`config.mk`:
```
export PLATFORM = sky130hd
export DESIGN_NAME = rwd_top
export DESIGN_NICKNAME = d
export VERILOG_FILES = /design/src/pkg/rwd_pkg.sv /design/src/verilog/rwd_top.sv /design/src/verilog/rwd_sync.sv /design/src/verilog/rwd_debounce.sv
export VERILOG_INCLUDE_DIRS = /design/src /design/src/pkg
export SDC_FILE = /design/constraint.sdc
export NUM_CORES = 1
export LEC_CHECK = 0
export BUFFER_PORTS_ARGS = -buffer_cell sky130_fd_sc_hd__buf_4
export CAP_MARGIN = 20
export CORE_UTILIZATION = 60
export DETAILED_ROUTE_END_ITERATION = 10
export PLACE_DENSITY_LB_ADDON = 0.08
export SLEW_MARGIN = 20
export SYNTH_ARGS = -nofsm -noshare
export SYNTH_HDL_FRONTEND = slang
export SYNTH_SLANG_ARGS = --single-unit
export TNS_END_PERCENT = 5
```
`constraint.sdc`:
```
create_clock -name clk_sys -period 26.9 [get_ports clk_sys]
set_input_delay 2.69 -clock clk_sys [delete_from_list [all_inputs] [get_ports clk_sys]]
set_output_delay 2.69 -clock clk_sys [all_outputs]
set_load 0.02 [all_outputs]
```
`src/pkg/rwd_map.svh`:
```
// address map, field positions, reset values and timing counts of the reset/wake block
`ifndef RWD_MAP_SVH
`define RWD_MAP_SVH
`define RWD_STAT_ADDR 32'h400e1404
`define RWD_MODE_ADDR 32'h400e1408
`define RWD_WAKE_ADDR 32'h400e1410
`define RWD_WP_ADDR 32'h400e14e4
`define RWD_KEY_VAL 8'ha5
`define RWD_KEY_MSB 31
`define RWD_KEY_LSB 24
`define RWD_UR_EN_BIT 0
`define RWD_UR_IEN_BIT 4
`define RWD_RST_LEN_MSB 11
`define RWD_RST_LEN_LSB 8
`define RWD_FWDBC_MSB 2
`define RWD_FWDBC_LSB 0
`define RWD_WKDBC_MSB 14
`define RWD_WKDBC_LSB 12
`define RWD_LP_PER_MSB 18
`define RWD_LP_PER_LSB 16
`define RWD_LPEN_B_BIT 24
`define RWD_LPEN_C_BIT 25
`define RWD_TCD_MSB 29
`define RWD_TCD_LSB 27
`define RWD_LPCLR_BIT 30
`define RWD_WAKE_MASK 32'h7f077007
`define RWD_WP_ON_BIT 0
`define RWD_ST_URST_BIT 0
`define RWD_ST_DRIVE_BIT 8
`define RWD_ST_FW_BIT 16
`define RWD_ST_WK_BIT 17
`define RWD_ST_LP_BIT 18
`define RWD_MODE_RST 32'h00000000
`define RWD_WAKE_RST 32'h00000000
`define RWD_WP_RST 1'b0
`define RWD_CLK_HZ 50000000
`define RWD_SLOW_HZ 32768
`define RWD_SLOW_DIV (`RWD_CLK_HZ / `RWD_SLOW_HZ)
`define RWD_DBC_P0 16'h0001
`define RWD_DBC_P1 16'h0003
`define RWD_DBC_P2 16'h0020
`define RWD_DBC_P3 16'h0200
`define RWD_DBC_P4 16'h1000
`define RWD_DBC_P5 16'h8000
`define RWD_RESP_OKAY 2'h0
`define RWD_RESP_SLVERR 2'h2
`endif

```
`src/pkg/rwd_pkg.sv`:
```
// types shared by the reset/wake block modules
package rwd_pkg;
  typedef enum logic [1:0] {UR_IDLE, UR_DRIVE, UR_RELEASE} rwd_ur_t;
  typedef struct packed {
    logic s1;
    logic s2;
    logic s3;
    logic q;
  } rwd_sync_st_t;
  typedef struct packed {
    logic [15:0] cnt;
    logic done;
    logic evt;
  } rwd_dbc_st_t;
  typedef struct packed {
    logic aw_got;
    logic [31:0] aw_addr;
    logic w_got;
    logic [31:0] w_data;
    logic [3:0] w_strb;
    logic bvalid;
    logic [1:0] bresp;
    logic rvalid;
    logic [31:0] rdata;
    logic [1:0] rresp;
    logic urst_en;
    logic urst_ien;
    logic [3:0] rst_len;
    logic [31:0] wake_cfg;
    logic wp_on;
    logic [10:0] div_cnt;
    logic slow_tick;
    logic rtc_prev;
    logic rtc_tick;
    logic pin_prev;
    logic urst_flag;
    logic fw_flag;
    logic wk_flag;
    logic lp_flag;
    rwd_ur_t ur_state;
    logic [16:0] ur_cnt;
    logic [3:0] ur_len;
    logic bkp_clr;
    logic wake_req;
  } rwd_top_st_t;
endpackage

```
`src/verilog/rwd_top.sv`:
```
// reset and wakeup controller: user reset, pulse length, key, debouncers, backup clear
//
// How it works
// - reset pin low starts a user reset only while user reset enable is set
// - status flag raises the interrupt when irq enable set and reset enable clear
// - external reset driven for two to the power of length plus one slow ticks
// - mode writes need key 0xa5 in the top byte; key reads back zero
// - mode writes ignored while write protection is enabled
// - low-power event on an enabled, not clear-disabled pin clears backup half
// - force-wake must stay low for the selected slow-clock count
// - wake input must stay active for the selected slow-clock count
// - low-power period zero disables; one to seven need two to eight rtc periods
// - pin b feeds the low-power debouncer only when its enable is set
// - pin c feeds the low-power debouncer only when its enable is set
//
// The AXI4-Lite slave port was chosen for this implementation.
`timescale 1ns/1ps
`include "rwd_map.svh"
module rwd_top (
  input wire logic clk_sys,
  input wire logic sys_rst,
  input wire logic [31:0] s_axi_awaddr,
  input wire logic s_axi_awvalid,
  output logic s_axi_awready,
  input wire logic [31:0] s_axi_wdata,
  input wire logic [3:0] s_axi_wstrb,
  input wire logic s_axi_wvalid,
  output logic s_axi_wready,
  output logic [1:0] s_axi_bresp,
  output logic s_axi_bvalid,
  input wire logic s_axi_bready,
  input wire logic [31:0] s_axi_araddr,
  input wire logic s_axi_arvalid,
  output logic s_axi_arready,
  output logic [31:0] s_axi_rdata,
  output logic [1:0] s_axi_rresp,
  output logic s_axi_rvalid,
  input wire logic s_axi_rready,
  input wire logic external_reset_pin_in,
  output logic external_reset_pin_out,
  output logic external_reset_pin_oe,
  output logic user_reset,
  output logic reset_irq,
  input wire logic force_wake_input,
  input wire logic wake_inputs,
  input wire logic [3:0] wake_tamper_pins,
  input wire logic rtc_output_clock,
  output logic backup_clear,
  output logic system_wakeup
);
  // ****************************************************************
  // decode helpers
  // ****************************************************************
  localparam logic [2:0] SEL_NONE = 3'h0;
  localparam logic [2:0] SEL_STAT = 3'h1;
  localparam logic [2:0] SEL_MODE = 3'h2;
  localparam logic [2:0] SEL_WAKE = 3'h3;
  localparam logic [2:0] SEL_WP = 3'h4;
  // pin and force-wake idle high, so their synchronisers start high
  localparam logic [7:0] SYNC_RST = 8'h03;

  function automatic logic [2:0] reg_sel(input logic [31:0] addr);
    case (addr)
      `RWD_STAT_ADDR: reg_sel = SEL_STAT;
      `RWD_MODE_ADDR: reg_sel = SEL_MODE;
      `RWD_WAKE_ADDR: reg_sel = SEL_WAKE;
      `RWD_WP_ADDR: reg_sel = SEL_WP;
      default: reg_sel = SEL_NONE;
    endcase
  endfunction

  // reserved codes 6 and 7 fall back to the longest period
  function automatic logic [15:0] dbc_limit(input logic [2:0] code);
    case (code)
      3'h0: dbc_limit = `RWD_DBC_P0;
      3'h1: dbc_limit = `RWD_DBC_P1;
      3'h2: dbc_limit = `RWD_DBC_P2;
      3'h3: dbc_limit = `RWD_DBC_P3;
      3'h4: dbc_limit = `RWD_DBC_P4;
      default: dbc_limit = `RWD_DBC_P5;
    endcase
  endfunction

  rwd_pkg::rwd_top_st_t s_r;
  rwd_pkg::rwd_top_st_t s_nxt;
  logic [7:0] sync_in;
  logic [7:0] sync_out;
  logic pin_s;
  logic fw_evt;
  logic wk_evt;
  logic [3:0] lp_evt;
  logic [3:0] lp_act;
  logic [3:0] lp_conn;
  logic [3:0] lp_clr_ok;
  logic lp_on;
  logic [15:0] lp_limit;
  logic wr_do;
  logic [2:0] wr_sel;
  logic rd_do;
  logic [2:0] rd_sel;
  logic [16:0] ur_target;
  logic [31:0] mode_rd;
  logic [31:0] stat_rd;

  // ****************************************************************
  // input synchronisers
  // ****************************************************************
  assign sync_in = {rtc_output_clock, wake_tamper_pins, wake_inputs, force_wake_input,
                    external_reset_pin_in};

  genvar gi;
  generate
    for (gi = 0; gi < 8; gi = gi + 1) begin : g_sync
      rwd_sync #(.RST_VAL(SYNC_RST[gi])) u_sync (
        .clk_sys(clk_sys),
        .sys_rst(sys_rst),
        .din(sync_in[gi]),
        .dout(sync_out[gi])
      );
    end
  endgenerate

  assign pin_s = sync_out[0];

  // ****************************************************************
  // debouncers
  // ****************************************************************
  rwd_debounce u_fw_dbc (
    .clk_sys(clk_sys),
    .sys_rst(sys_rst),
    .tick(s_r.slow_tick),
    .active(!sync_out[1]),
    .limit(dbc_limit(s_r.wake_cfg[`RWD_FWDBC_MSB:`RWD_FWDBC_LSB])),
    .event_out(fw_evt)
  );

  rwd_debounce u_wk_dbc (
    .clk_sys(clk_sys),
    .sys_rst(sys_rst),
    .tick(s_r.slow_tick),
    .active(sync_out[2]),
    .limit(dbc_limit(s_r.wake_cfg[`RWD_WKDBC_MSB:`RWD_WKDBC_LSB])),
    .event_out(wk_evt)
  );

  assign lp_on = (s_r.wake_cfg[`RWD_LP_PER_MSB:`RWD_LP_PER_LSB] != 3'h0);
  assign lp_limit = {13'h0000, s_r.wake_cfg[`RWD_LP_PER_MSB:`RWD_LP_PER_LSB]} + 16'h0001;
  assign lp_conn = {s_r.wake_cfg[`RWD_LPEN_C_BIT],
                    s_r.wake_cfg[`RWD_LPEN_B_BIT], 2'h3};
  assign lp_clr_ok = {~s_r.wake_cfg[`RWD_TCD_MSB:`RWD_TCD_LSB], 1'b1};

  generate
    for (gi = 0; gi < 4; gi = gi + 1) begin : g_lp
      assign lp_act[gi] = sync_out[3 + gi] & lp_conn[gi] & lp_on;
      rwd_debounce u_lp_dbc (
        .clk_sys(clk_sys),
        .sys_rst(sys_rst),
        .tick(s_r.rtc_tick),
        .active(lp_act[gi]),
        .limit(lp_limit),
        .event_out(lp_evt[gi])
      );
    end
  endgenerate

  // ****************************************************************
  // register bus and control state
  // ****************************************************************
  assign wr_do = s_r.aw_got && s_r.w_got && !s_r.bvalid;
  assign wr_sel = reg_sel(s_r.aw_addr);
  assign rd_do = s_axi_arvalid && !s_r.rvalid;
  assign rd_sel = reg_sel(s_axi_araddr);
  assign ur_target = 17'h00001 << ({1'b0, s_r.ur_len} + 5'h01);

  always_comb begin
    mode_rd = 32'h00000000; // key field always reads zero
    mode_rd[`RWD_UR_EN_BIT] = s_r.urst_en;
    mode_rd[`RWD_UR_IEN_BIT] = s_r.urst_ien;
    mode_rd[`RWD_RST_LEN_MSB:`RWD_RST_LEN_LSB] = s_r.rst_len;
    stat_rd = 32'h00000000;
    stat_rd[`RWD_ST_URST_BIT] = s_r.urst_flag;
    stat_rd[`RWD_ST_DRIVE_BIT] = (s_r.ur_state != rwd_pkg::UR_IDLE);
    stat_rd[`RWD_ST_FW_BIT] = s_r.fw_flag;
    stat_rd[`RWD_ST_WK_BIT] = s_r.wk_flag;
    stat_rd[`RWD_ST_LP_BIT] = s_r.lp_flag;
  end

  always_comb begin
    s_nxt = s_r;
    // write channels are taken independently, answered once both are held
    if (s_axi_awvalid && !s_r.aw_got && !s_r.bvalid) begin
      s_nxt.aw_got = 1'b1;
      s_nxt.aw_addr = s_axi_awaddr;
    end
    if (s_axi_wvalid && !s_r.w_got && !s_r.bvalid) begin
      s_nxt.w_got = 1'b1;
      s_nxt.w_data = s_axi_wdata;
      s_nxt.w_strb = s_axi_wstrb;
    end
    if (s_r.bvalid && s_axi_bready) begin
      s_nxt.bvalid = 1'b0;
    end
    if (wr_do) begin
      s_nxt.aw_got = 1'b0;
      s_nxt.w_got = 1'b0;
      s_nxt.bvalid = 1'b1;
      s_nxt.bresp = (wr_sel == SEL_NONE) ? `RWD_RESP_SLVERR : `RWD_RESP_OKAY;
      case (wr_sel)
        SEL_MODE: begin
          // a bad key or protection aborts the whole word, not single fields
          if (!s_r.wp_on && s_r.w_strb[3] &&
              s_r.w_data[`RWD_KEY_MSB:`RWD_KEY_LSB] == `RWD_KEY_VAL) begin
            if (s_r.w_strb[0]) begin
              s_nxt.urst_en = s_r.w_data[`RWD_UR_EN_BIT];
              s_nxt.urst_ien = s_r.w_data[`RWD_UR_IEN_BIT];
            end
            if (s_r.w_strb[1]) begin
              s_nxt.rst_len = s_r.w_data[`RWD_RST_LEN_MSB:`RWD_RST_LEN_LSB];
            end
          end
        end
        SEL_WAKE: begin
          for (int b = 0; b < 4; b++) begin
            if (s_r.w_strb[b]) begin
              s_nxt.wake_cfg[b*8 +: 8] = s_r.w_data[b*8 +: 8];
            end
          end
          s_nxt.wake_cfg = s_nxt.wake_cfg & `RWD_WAKE_MASK;
        end
        SEL_WP: begin
          if (s_r.w_strb[0]) begin
            s_nxt.wp_on = s_r.w_data[`RWD_WP_ON_BIT];
          end
        end
        default: begin
        end
      endcase
    end
    if (s_r.rvalid && s_axi_rready) begin
      s_nxt.rvalid = 1'b0;
    end
    if (rd_do) begin
      s_nxt.rvalid = 1'b1;
      s_nxt.rresp = (rd_sel == SEL_NONE) ? `RWD_RESP_SLVERR : `RWD_RESP_OKAY;
      case (rd_sel)
        SEL_STAT: begin
          s_nxt.rdata = stat_rd;
          // reading status clears the sticky flags; a set below still wins
          s_nxt.urst_flag = 1'b0;
          s_nxt.fw_flag = 1'b0;
          s_nxt.wk_flag = 1'b0;
          s_nxt.lp_flag = 1'b0;
        end
        SEL_MODE: s_nxt.rdata = mode_rd;
        SEL_WAKE: s_nxt.rdata = s_r.wake_cfg;
        SEL_WP: s_nxt.rdata = {31'h00000000, s_r.wp_on};
        default: s_nxt.rdata = 32'h00000000;
      endcase
    end
    // slow clock enable; the divider truncates, so the tick runs a little fast
    s_nxt.slow_tick = 1'b0;
    if (s_r.div_cnt == 11'(`RWD_SLOW_DIV - 1)) begin
      s_nxt.div_cnt = 11'h000;
      s_nxt.slow_tick = 1'b1;
    end else begin
      s_nxt.div_cnt = s_r.div_cnt + 11'h001;
    end
    s_nxt.rtc_prev = sync_out[7];
    s_nxt.rtc_tick = sync_out[7] & ~s_r.rtc_prev;
    // user reset sequence
    s_nxt.pin_prev = pin_s;
    case (s_r.ur_state)
      rwd_pkg::UR_IDLE: begin
        if (!pin_s && s_r.urst_en) begin
          s_nxt.ur_state = rwd_pkg::UR_DRIVE;
          s_nxt.ur_cnt = 17'h00000;
          s_nxt.ur_len = s_r.rst_len;
        end
        if (s_r.pin_prev && !pin_s) begin
          s_nxt.urst_flag = 1'b1;
        end
      end
      rwd_pkg::UR_DRIVE: begin
        if (s_r.slow_tick) begin
          if (s_r.ur_cnt + 17'h00001 == ur_target) begin
            s_nxt.ur_state = rwd_pkg::UR_RELEASE;
          end else begin
            s_nxt.ur_cnt = s_r.ur_cnt + 17'h00001;
          end
        end
      end
      rwd_pkg::UR_RELEASE: begin
        // our own drive held the pin low; wait for it to float back high
        if (pin_s) begin
          s_nxt.ur_state = rwd_pkg::UR_IDLE;
        end
      end
      default: s_nxt.ur_state = rwd_pkg::UR_IDLE;
    endcase
    if (fw_evt) begin
      s_nxt.fw_flag = 1'b1;
    end
    if (wk_evt) begin
      s_nxt.wk_flag = 1'b1;
    end
    if (|lp_evt) begin
      s_nxt.lp_flag = 1'b1;
    end
    s_nxt.bkp_clr = s_r.wake_cfg[`RWD_LPCLR_BIT] && |(lp_evt & lp_clr_ok);
    s_nxt.wake_req = fw_evt | wk_evt | (|lp_evt);
  end

  always_ff @(posedge clk_sys or posedge sys_rst) begin
    if (sys_rst) begin
      s_r <= '0;
      s_r.urst_en <= 1'(`RWD_MODE_RST >> `RWD_UR_EN_BIT);
      s_r.wake_cfg <= `RWD_WAKE_RST;
      s_r.wp_on <= `RWD_WP_RST;
      s_r.rtc_prev <= 1'b0;
      s_r.pin_prev <= 1'b1;
      s_r.ur_state <= rwd_pkg::UR_IDLE;
    end else begin
      s_r <= s_nxt;
    end
  end

  // ****************************************************************
  // outputs
  // ****************************************************************
  assign s_axi_awready = !s_r.aw_got && !s_r.bvalid;
  assign s_axi_wready = !s_r.w_got && !s_r.bvalid;
  assign s_axi_bvalid = s_r.bvalid;
  assign s_axi_bresp = s_r.bresp;
  assign s_axi_arready = !s_r.rvalid;
  assign s_axi_rvalid = s_r.rvalid;
  assign s_axi_rdata = s_r.rdata;
  assign s_axi_rresp = s_r.rresp;
  assign external_reset_pin_out = 1'b0;
  assign external_reset_pin_oe = (s_r.ur_state == rwd_pkg::UR_DRIVE);
  assign user_reset = (s_r.ur_state == rwd_pkg::UR_DRIVE);
  assign reset_irq = s_r.urst_flag && s_r.urst_ien && !s_r.urst_en;
  assign backup_clear = s_r.bkp_clr;
  assign system_wakeup = s_r.wake_req;

  // ****************************************************************
  // checks
  // ****************************************************************
  logic [16:0] a_ticks;

  always_ff @(posedge clk_sys or posedge sys_rst) begin
    if (sys_rst) begin
      a_ticks <= 17'h00000;
    end else if (!external_reset_pin_oe) begin
      a_ticks <= 17'h00000;
    end else if (s_r.slow_tick) begin
      a_ticks <= a_ticks + 17'h00001;
    end
  end
endmodule

```
`src/verilog/rwd_sync.sv`:
```
// three-stage input synchroniser that follows a change once stages two and three agree
`timescale 1ns/1ps
module rwd_sync #(
  parameter logic RST_VAL = 1'b0
) (
  input wire logic clk_sys,
  input wire logic sys_rst,
  input wire logic din,
  output logic dout
);
  rwd_pkg::rwd_sync_st_t s_r;
  rwd_pkg::rwd_sync_st_t s_nxt;

  always_comb begin
    s_nxt = s_r;
    s_nxt.s1 = din;
    s_nxt.s2 = s_r.s1;
    s_nxt.s3 = s_r.s2;
    if (s_r.s2 == s_r.s3) begin
      s_nxt.q = s_r.s3;
    end
  end

  always_ff @(posedge clk_sys or posedge sys_rst) begin
    if (sys_rst) begin
      s_r <= {4{RST_VAL}};
    end else begin
      s_r <= s_nxt;
    end
  end

  assign dout = s_r.q;
endmodule

```
`src/verilog/rwd_debounce.sv`:
```
// period debouncer: one event after an unbroken run of active ticks
`timescale 1ns/1ps
module rwd_debounce (
  input wire logic clk_sys,
  input wire logic sys_rst,
  input wire logic tick,
  input wire logic active,
  input wire logic [15:0] limit,
  output logic event_out
);
  rwd_pkg::rwd_dbc_st_t s_r;
  rwd_pkg::rwd_dbc_st_t s_nxt;

  always_comb begin
    s_nxt = s_r;
    s_nxt.evt = 1'b0;
    if (!active) begin
      s_nxt.cnt = 16'h0000;
      s_nxt.done = 1'b0;
    end else if (tick && !s_r.done) begin
      if (({1'b0, s_r.cnt} + 17'h00001) >= {1'b0, limit}) begin
        s_nxt.evt = 1'b1;
        s_nxt.done = 1'b1;
        s_nxt.cnt = 16'h0000;
      end else begin
        s_nxt.cnt = s_r.cnt + 16'h0001;
      end
    end
  end

  always_ff @(posedge clk_sys or posedge sys_rst) begin
    if (sys_rst) begin
      s_r <= '0;
    end else begin
      s_r <= s_nxt;
    end
  end

  assign event_out = s_r.evt;
endmodule

```
* Word-level counts from Yosys, hierarchy flattened
Cells that the tools add are included.
** Word-level totals
- Register bits :: 315
- Bits in latches :: 0
- Bits in writable memories :: 0
- Memory bits (read-only) :: 0
- Input bits :: 115
- Output and inout bits :: 47
- Memories kept :: 0
** Cells by class
- Add/subtract/negate cells :: 16
- Multipliers :: 0
- Divide/modulo/power cells :: 0
- $lt $le $gt $ge :: 6
- Equal/unequal tests :: 51
- Shifts and indexed selects :: 1
- Mux-type cells :: 61
- Bitwise gates (word level) :: 12
- Reduce and logical (&&, ||, !) cells :: 78
** Operators by type and width (number)
- == test 32 x 31 -> 1 bit (second input constant) :: 8
- case mux 16 bit (5 select lines) :: 2
- case mux 31 bit (4 select lines) :: 1
- 2-to-1 mux 17 bit :: 7
- 2-to-1 mux 18 bit :: 6
- adder 16 x 1 -> 17 bit (second input constant) :: 6
- adder 16 x 1 -> 16 bit (second input constant) :: 6
- 2-to-1 mux 16 bit :: 6
- greater-or-equal comparator 17 x 4 -> 1 bit :: 4
- 2-to-1 mux 37 bit :: 1
- 2-to-1 mux 35 bit :: 1
- greater-or-equal comparator 17 x 16 -> 1 bit :: 2
- case mux 17 bit (2 select lines) :: 1
- 2-to-1 mux 33 bit :: 1
- nonzero test 2 bit :: 14
- == test 3 x 2 -> 1 bit (second input constant) :: 8
- logical AND 1 bit :: 24
- case mux 3 bit (4 select lines) :: 2
- 2-to-1 mux 23 bit :: 1
- 2-to-1 mux 2 bit :: 10
- != test 2 bit (second input constant) :: 10
- AND reduction 2 bit :: 10
- 2-to-1 mux 19 bit :: 1
- adder 17 x 1 -> 17 bit (second input constant) :: 1
- other kinds (30) :: 92

* Longest topological paths before layout
Gate-level depths: netlist of the first run.
- Depth in word-level cells :: 7
- Gate-level depth with buffers :: 15

* Modules after synthesis
From an unflattened synthesis of the first run, not the netlist that was laid out.
** Second synthesis, totals
- Cell total of the unflattened synthesis :: 1798
- Area, all modules :: 17654.4 µm²
** Modules (own cells, without submodules)
- rwd_top :: instances 1, cells each 747, area an instance 8020.2 µm², sequential area each 3804.9 µm²
- rwd_debounce (g_lp[0].u_lp_dbc ...) :: instances 5, cells each 170, area an instance 1463.9 µm², sequential area each 450.4 µm²
- rwd_debounce (u_wk_dbc) :: instances 1, cells each 153, area an instance 1383.8 µm², sequential area each 450.4 µm²
- rwd_sync (g_sync[2].u_sync ...) :: instances 6, cells each 6, area an instance 115.1 µm², sequential area each 100.1 µm²
- rwd_sync (g_sync[0].u_sync ...) :: instances 2, cells each 6, area an instance 120.1 µm², sequential area each 105.1 µm²

* Worst setup path before layout of the first run
Ideal clock, no wire load.
- Kind :: input to register
- From :: input port s_axi_araddr[1]
- To :: register s_r (netlist bit s_axi_rdata[8])
- Arrival :: 4.233 ns
- Required time :: 26.818 ns
- Path slack :: 22.585 ns
- Stages on the path :: 7
- Buffers on the path :: 0
- Cell sequence :: nor4b_1 nand4_1 nor3_1 nor4bb_1 nor2b_1 o21ai_0 a31oi_1
** On the way
- Longest elaborated chain between the ends :: 4
** Ends and longest elaborated chain
- start, declared :: RTL line rwd_top.sv:32 : input wire logic [31:0] s_axi_araddr,
- == test 32 x 31 -> 1 bit :: RTL line rwd_top.sv:63 : case (addr)
- case mux 3 bit (4 select lines) (*) :: RTL line rwd_top.sv:63
- == test 3 bit, or another cell as far along :: RTL line rwd_top.sv:245 : case (rd_sel)
- case mux 31 bit (4 select lines) (*) :: RTL line rwd_top.sv:245
- end signal, assigned :: RTL line rwd_top.sv:323 : s_r <= s_nxt;
- end, declared :: RTL line rwd_top.sv:84 : rwd_pkg::rwd_top_st_t s_r;
Mark *: on every way between the ends. The rest lies on a longest branch, timed or not.
A chain may end at the register's enable or synchronous reset.

* Final worst setup path of the first run
- From :: register s_r[24] in the netlist's numbering
- To :: output port external_reset_pin_oe
** On the way
- Longest elaborated chain between the ends :: 1
** Ends and longest elaborated chain
- == test 2 x 1 -> 1 bit :: RTL line rwd_top.sv:339 : assign external_reset_pin_oe = (s_r.ur_state == rwd_pkg::UR_DRIVE);
- end, declared :: RTL line rwd_top.sv:41 : output logic external_reset_pin_oe,
No other way between the ends.

==> metrics.md, run 1 <==
| Metric | Value |
|---|---|
| Outcome | finished clean |
| Crit path cell chain | nand2b_1, inv_1, buf_4 |
| Nature of the critical path endpoint | output port |
| Detail Route Antenna Nets | 0 |
| Area delta synth->final | 14.2% |
| Arrival @ worst endpoint | 1.81 ns |
| Area contributors post-synth | dfrtp_1 48%, mux2_2 6.8%, nand2_1 3.5% |
| Max clock buf depth | 3 |
| Register bit count reported by yosys | 292 |
| Worst-margin pin slew | 1.04 ns |
| Top Ports | 162 |
| H-Tree Level Count | 1 |
| Critical path peak fanout | 15 |
| Initial antenna violation count | 0 |
| Avg Cell Area, Syn | 10.4 µm² |
| Largest net degree at the start of global routing | 147 |
| CP Launch Type | register |
| First-pass DRT Iterations | 6 |
| Max_slew headroom | 30.4% |
| Final wirelength | 32.0 mm |
| Filler cell count | 1836 |
| GR Overflow Total | 0 |
| GPL Wtd Cong | 0.913 |
| Worst vdd ir | 76.1 µV |
| Main synth FF type | dfrtp_1 |
| # clock sinks | 292 |
| Wirelength per Cell | 17.2 µm |
| Most common cell in the netlist | dfrtp_1 |
| DRC viols | 0 |
| Final setup viols | 0 |
| Crit Path Category | reg -> out |
| Proportion of layout cells with a drive suffix above 1 | 20.7% |
| Power density cells | 65.6 nW/µm² |
| CP max stage delay | 0.42 ns |
| Row cnt | 57 |
| RSZ-0062 raised after global routing | no |
| Fin area | 16900 µm² |
| Leakage Power | 0.00773 µW |
| Worst Clk Skew | 0.0147 ns |
| Gate Count Post-Synth | 1422 |
| Fraction of registers with async set/reset | 100% |
| Post-detail-place hpwl | 22.1 mm |
| Vias in the first global route | 10.5k |
| CP Buf/Inv Count | 2 |
| Post-CTS Setup Inserts | 0 |
| Synth top cells by count | 283 x dfrtp_1, 138 x nand2_1, 89 x mux2_2 |
| DIE AREA | 25400 µm² |
| First-pass GRT wire length | 53.4 mm |
| Period utilization | 16.7% |
| Final Hold Viols | 0 |
| Yosys top cell by area | dfrtp_1 |
| Final-report max-slew violation count | 0 |
| Sequential area share after synthesis | 49.3% |
| Initial DRC count | 568 |
| Clock slew at reported path FFs | 0.06 ns |
| Placement Cell Area | 15800 µm² |
| CTS tree | built |
| Required @ worst endpoint | 24.21 ns |
| Library cells used by synthesis | 81 |
| Worst hold path class | reg -> reg |
| Pwr Total | 1110 µW |
| Via Count | 10.9k |
| Synthesized cell area | 14800 µm² |
| Post-synth EDFFs | 0 |
| Post-synth top area share | 47.7% |
| CTS buffer count | 30 |
| Crit path max-delay cell type | inv_1 |
| # diodes | 0 |
| Resized Gates After CTS | 0 |
| # port buffers | 137 |
| Nets | 1665 |
| Initial Util | 61.0% |
| Total Routing Usage GR | 25.7% |
| CP top delay family | buffers and inverters |
| Die W | 159 µm |
| Setup TNS | 0 ns |
| Max-cap violations | 0 |
| YS warnings | 0 |
| Fmax | 222 MHz |
| Fin crit period | 4.50 ns |
| Root Driver | clkbuf_16 |
| Vert. Die Dim | 159 µm |
| Clk_lat worst skew | 0.56 ns |
| CORE AREA | 24300 µm² |
| Vias per cell | 5.89 |
| Hold_buf cts | 0 |
cell usage in the layout (no fill, tap or decap), drive strengths merged, types with 7 or more instances in the layout:
| master | netlist | layout |
|---|---|---|
| a21o | 23 | 23 |
| a21oi | 29 | 29 |
| a22o | 10 | 10 |
| a31oi | 19 | 19 |
| and2 | 53 | 53 |
| and3 | 22 | 22 |
| and4 | 8 | 8 |
| buf | 54 | 145 |
| clkbuf | 49 | 42 |
| conb | 1 | 14 |
| dfrtp | 283 | 283 |
| dfstp | 9 | 9 |
| ha | 41 | 41 |
| inv | 34 | 34 |
| maj3 | 8 | 8 |
| mux2 | 89 | 89 |
| mux2i | 11 | 11 |
| nand2 | 138 | 138 |
| nand2b | 18 | 18 |
| nand3 | 82 | 82 |
| nand4 | 44 | 44 |
| nor2 | 65 | 65 |
| nor2b | 13 | 13 |
| nor3 | 34 | 34 |
| nor4 | 27 | 27 |
| nor4b | 11 | 11 |
| o21ai | 38 | 38 |
| o311ai | 7 | 7 |
| o41ai | 8 | 8 |
| or3 | 15 | 15 |
| xnor2 | 35 | 35 |
| xor2 | 29 | 29 |
state kept, by name (all words and copies together), names as in the netlist, 2 cells and up:
signal / cells
g_sync.u_sync.dout: 8
s_axi_rdata: 21
g_lp.u_lp_dbc.s_r: 68
g_sync.u_sync.s_nxt: 16
lp_conn: 2
g_sync.u_sync.s_r: 8
s_r: 117
u_fw_dbc.s_r: 17
u_wk_dbc.s_r: 17
mode_rd: 6
g_lp.u_lp_dbc.event_out: 4
area by class of cell:
cell class | instances | area (µm²) | share of cell area (%)
Sequential cell | 292 | 7320 | 43.2
Multi-Input combinational cell | 1006 | 6900 | 40.7
Timing Repair Buffer | 145 | 1090 | 6.45
Clock buffer | 42 | 887 | 5.23
Tap cell | 324 | 405 | 2.39
Clock inverter | 14 | 206 | 1.22
Inverter | 34 | 140 | 0.827
path summary, 6_finish.rpt:
kind                                                     start                                   end  slack, ns  depth (start not counted)
hold reg to reg            g_sync[5].u_sync.s_nxt[2]$_DFF_PP0_   g_sync[5].u_sync.s_nxt[1]$_DFF_PP0_       0.35                          0
max in group asynchronous                              sys_rst                   s_r[15]$_DFFE_PP0P_      23.38                          3
min in group asynchronous                              sys_rst  g_lp[0].u_lp_dbc.s_r[11]$_DFFE_PP0P_       2.23                          2
hold / removal             g_sync[5].u_sync.s_nxt[2]$_DFF_PP0_   g_sync[5].u_sync.s_nxt[1]$_DFF_PP0_       0.35                          0
setup reg to reg                            s_r[3]$_DFFE_PP0P_                    s_r[6]$_DFFE_PP0P_      22.73                         10
setup / recovery                           s_r[24]$_DFFE_PP0P_                 external_reset_pin_oe      22.40                          3
layer usage:
metal / GRT usage (%) / part of all wire [%] / vias to the layer above
li1: - / - / 5279
met1: 35.7 / 45 / 5380
met2: 41.9 / 48 / 215
met3: 3.99 / 4.4 / 56
met4: 7.91 / 2.9 / 0
met5: 0 / 0 / -
power breakdown:
group | internal, µW | switching (µW)
Sequential | 494 | 34.8
Clock | 277 | 173
Combinational | 73.3 | 59.2
Total | 844 | 267
through the flow:
| stage | util [%] | worst slack (ns) | cells | hold slack (ns) |
|---|---|---|---|---|
| after floorplan | - | 16.16 | 1435 | 0.331 |
| after global routing | 69.7 | 22.14 | 1857 | 0.357 |
| after detailed placement | 65.1 | 21.89 | 1801 | 0.336 |
| final | 69.7 | 22.40 | 1857 | 0.348 |
| after CTS | 69.6 | 22.40 | 1857 | 0.350 |
| after global placement | 65.1 | 21.97 | 1801 | 0.333 |
cells by family (layout without fill, tap and decap cells):
kind of cell,Yosys count,count (layout),share of synthesized area (%)
flip-flops,292,292,49.3
buffers and inverters,137,235,4.61
other,1,14,0.0253
AND/OR/NAND/NOR,569,569,20.7
adder cells (fa/ha/maj),49,49,4.00
AO/OA/AOI/OAI,209,209,9.93
multiplexers,100,100,7.50
XOR/XNOR,65,65,3.93
(Power assumes the default switching activity.)
==> run 2, diff against run 1 <==
--- a/config.mk
+++ b/config.mk
@@ -8,7 +8,7 @@
 export LEC_CHECK = 0
 export BUFFER_PORTS_ARGS = -buffer_cell sky130_fd_sc_hd__buf_4
 export CAP_MARGIN = 20
-export CORE_UTILIZATION = 60
+export CORE_UTILIZATION = 54
 export DETAILED_ROUTE_END_ITERATION = 10
 export PLACE_DENSITY_LB_ADDON = 0.08
 export SLEW_MARGIN = 20
==> constraint.sdc (replaced) <==
create_clock -name clk_sys -period 3.9 [get_ports clk_sys]
set_input_delay 0.39 -clock clk_sys [delete_from_list [all_inputs] [get_ports clk_sys]]
set_output_delay 0.39 -clock clk_sys [all_outputs]
set_load 0.02 [all_outputs]
==> run 2 against run 1 <==
  * Sequential share of layout area decreased by 0.69 points
  * Power grew to 6.8 times the previous value
  * Sequential power increased to 6.9 times the previous value
  * Wire length is 1.3% higher
  * Critical path depth grew 11
  * Hold slack worse by 0.31 ns
  * Via count rose by 1.4%
  * Combinational power grew to 7.1 times the previous value
  * Critical path type is now reg -> reg
  * Largest cell class unchanged
==> metrics.md, run 2 (synthesis results as in run 1) <==
| Metric | Value |
|---|---|
| # port buffers | 137 |
| Filler cell count | 2191 |
| Final worst setup slack | 0.438 ns |
| Worst Reg-to-Reg Cells | 14 |
| Top Ports | 162 |
| Commonest non-fill, non-tap cell in the layout | dfrtp_1 |
| Worst hold path class | in -> reg |
| GPL Wtd Cong | 0.885 |
| Required @ worst endpoint | 4.34 ns |
| Final-report max-slew violation count | 0 |
| Initial DRC count | 668 |
| Critical path peak fanout | 15 |
| Largest net degree at the start of global routing | 93 |
| Vias per cell | 5.81 |
| Post-detail-place hpwl | 23.1 mm |
| Hold path depth | 2 |
| Vias in the first global route | 10.5k |
| Row cnt | 60 |
| Proportion of layout cells with a drive suffix above 1 | 21.5% |
| CTS tree | built |
| Die W | 168 µm |
| DRC viols | 0 |
| Area delta synth->final | 16.1% |
| CTS buffer count | 31 |
| Max FFs per register | 117 |
| Crit Path Category | reg -> reg |
| Comb pwr share | 12.4% |
| # clock sinks | 292 |
| Sw Share | 25.2% |
| Final wirelength | 32.4 mm |
| Register ranked first by flip-flop count | s_r |
| Worst vdd ir | 403 µV |
| DIE AREA | 28100 µm² |
| Outcome | finished clean |
| Final Hold Viols | 0 |
| Wirelength per Cell | 17.0 µm |
| Final setup viols | 0 |
| Max-cap violations | 0 |
| DRT met1 WL | 15.2 mm |
| Resized Gates After CTS | 0 |
| CORE AREA | 27000 µm² |
| Period utilization | 88.8% |
| Sw power | 1910 µW |
| Post-Place Worst Slack | 0.490 ns |
| H-Tree Level Count | 1 |
| First-pass DRT Iterations | 8 |
| Seq pwr share | 48.0% |
| Worst-margin pin slew | 1.01 ns |
| Internal power | 5670 µW |
| Nature of the critical path endpoint | register |
| Clock slew at reported path FFs | 0.06 ns |
| Cell Count, Final, Fillers Out | 1907 |
| Fin crit period | 3.46 ns |
| Total Routing Usage GR | 23.5% |
| Detail Route Antenna Nets | 0 |
| Via Count | 11.1k |
| Max clock buf depth | 3 |
| CP Launch Type | register |
| Worst Clk Skew | 0.0134 ns |
| Routed length on met2 | 15.5 mm |
| # diodes | 0 |
| Max_slew headroom | 30.8% |
| Highest routed metal layer | met4 |
| GR Overflow Total | 0 |
| RSZ-0062 raised after global routing | no |
| Clock share of power | 39.6% |
| Arrival @ worst endpoint | 3.90 ns |
| Initial antenna violation count | 0 |
| Most frequent cells in the layout | 283 x dfrtp_1, 161 x buf_4, 138 x nand2_1, 89 x mux2_2, 82 x nand3_1 |
| Initial Util | 55.1% |
| Fmax | 289 MHz |
| First-pass GRT wire length | 54.3 mm |
| Vert. Die Dim | 168 µm |
| Leakage Power | 0.00786 µW |
| Root Driver | clkbuf_16 |
| Met3 wire len | 990 µm |
| Power density cells | 440 nW/µm² |
| Nets | 1697 |
| Clk_lat worst skew | 0.58 ns |
| Placed Cells | 1837 |
[run 2: worst max-delay path, stage by stage, from the launching register on]
cell       delay (ns)
dfrtp_1          0.49
ha_1             0.30
nand3_1          0.13
nor2_1           0.17
nand3_1          0.13
nor2_1           0.15
xnor2_1          0.11
ha_1             0.34
nand2_1          0.07
or4b_2           0.66
o2111ai_1        0.14
a21oi_1          0.13
buf_4            0.21
a41oi_1          0.22
a31oi_1          0.06
[run 2: what timing repair did]
action / 4_1_cts / 5_1_grt
buffers inserted: 0 / 0
hold buffers: 10 / 1
endpoints found under the hold margin: 10 / 13
[run 2: final cells by class]
class | count | area, µm² | area share (%)
clock buffers | 40 | 850 | 4.93
clock inverters | 18 | 201 | 1.17
inverters | 34 | 131 | 0.763
multi-input cells | 1006 | 6890 | 40.0
flip-flops and latches | 292 | 7320 | 42.5
well taps | 341 | 427 | 2.48
repair buffers | 176 | 1410 | 8.17
[run 2: per-layer routing]
| metal | vias to the layer above | track usage (%) |
|---|---|---|
| li1 | 5354 | - |
| met1 | 5475 | 33.6 |
| met2 | 202 | 38.1 |
| met3 | 49 | 2.81 |
| met4 | 0 | 6.14 |
| met5 | - | 0 |
[run 2: path summary, 6_finish.rpt]
kind                       slack, ns                                start                             endpoint
max                             0.44          u_wk_dbc.s_r[2]$_DFFE_PP0P_          u_wk_dbc.s_r[8]$_DFFE_PP0P_
min                             0.04                       s_axi_wstrb[0]                 s_r[121]$_DFFE_PP0P_
min in group asynchronous       0.43                              sys_rst                 s_r[142]$_DFFE_PP0P_
max reg2reg                     0.44          u_wk_dbc.s_r[2]$_DFFE_PP0P_          u_wk_dbc.s_r[8]$_DFFE_PP0P_
min reg2reg                     0.35  g_sync[3].u_sync.s_nxt[2]$_DFF_PP0_  g_sync[3].u_sync.s_nxt[1]$_DFF_PP0_
max in group asynchronous       2.63                              sys_rst                    s_r[33]$_DFF_PP0_
[run 2: power by group through the flow]
| stage | clock [µW] | combinational (µW) | sequential (µW) |
|---|---|---|---|
| floorplan | 0 | 694 | 3620 |
| global placement | 0 | 910 | 3680 |
| detailed placement | 0 | 937 | 3690 |
| CTS | 3070 | 949 | 3640 |
| global route | 3190 | 1020 | 3700 |
| finish | 3000 | 938 | 3640 |
[run 2: through the flow]
stage / setup TNS (ns) / util (%) / hold WS, ns / total power, µW / cell area [µm²]
2_1_floorplan: -101.26 / - / 0.331 / 4310 / 14900
3_3_place_gp: 0 / 59.5 / 0.333 / 4590 / 16000
3_5_place_dp: 0 / 59.5 / 0.336 / 4630 / 16000
4_1_cts: 0 / 63.8 / 0.00862 / 7670 / 17200
5_1_grt: 0 / 63.9 / 0.0188 / 7910 / 17200
6_report: 0 / 63.9 / 0.0353 / 7590 / 17200
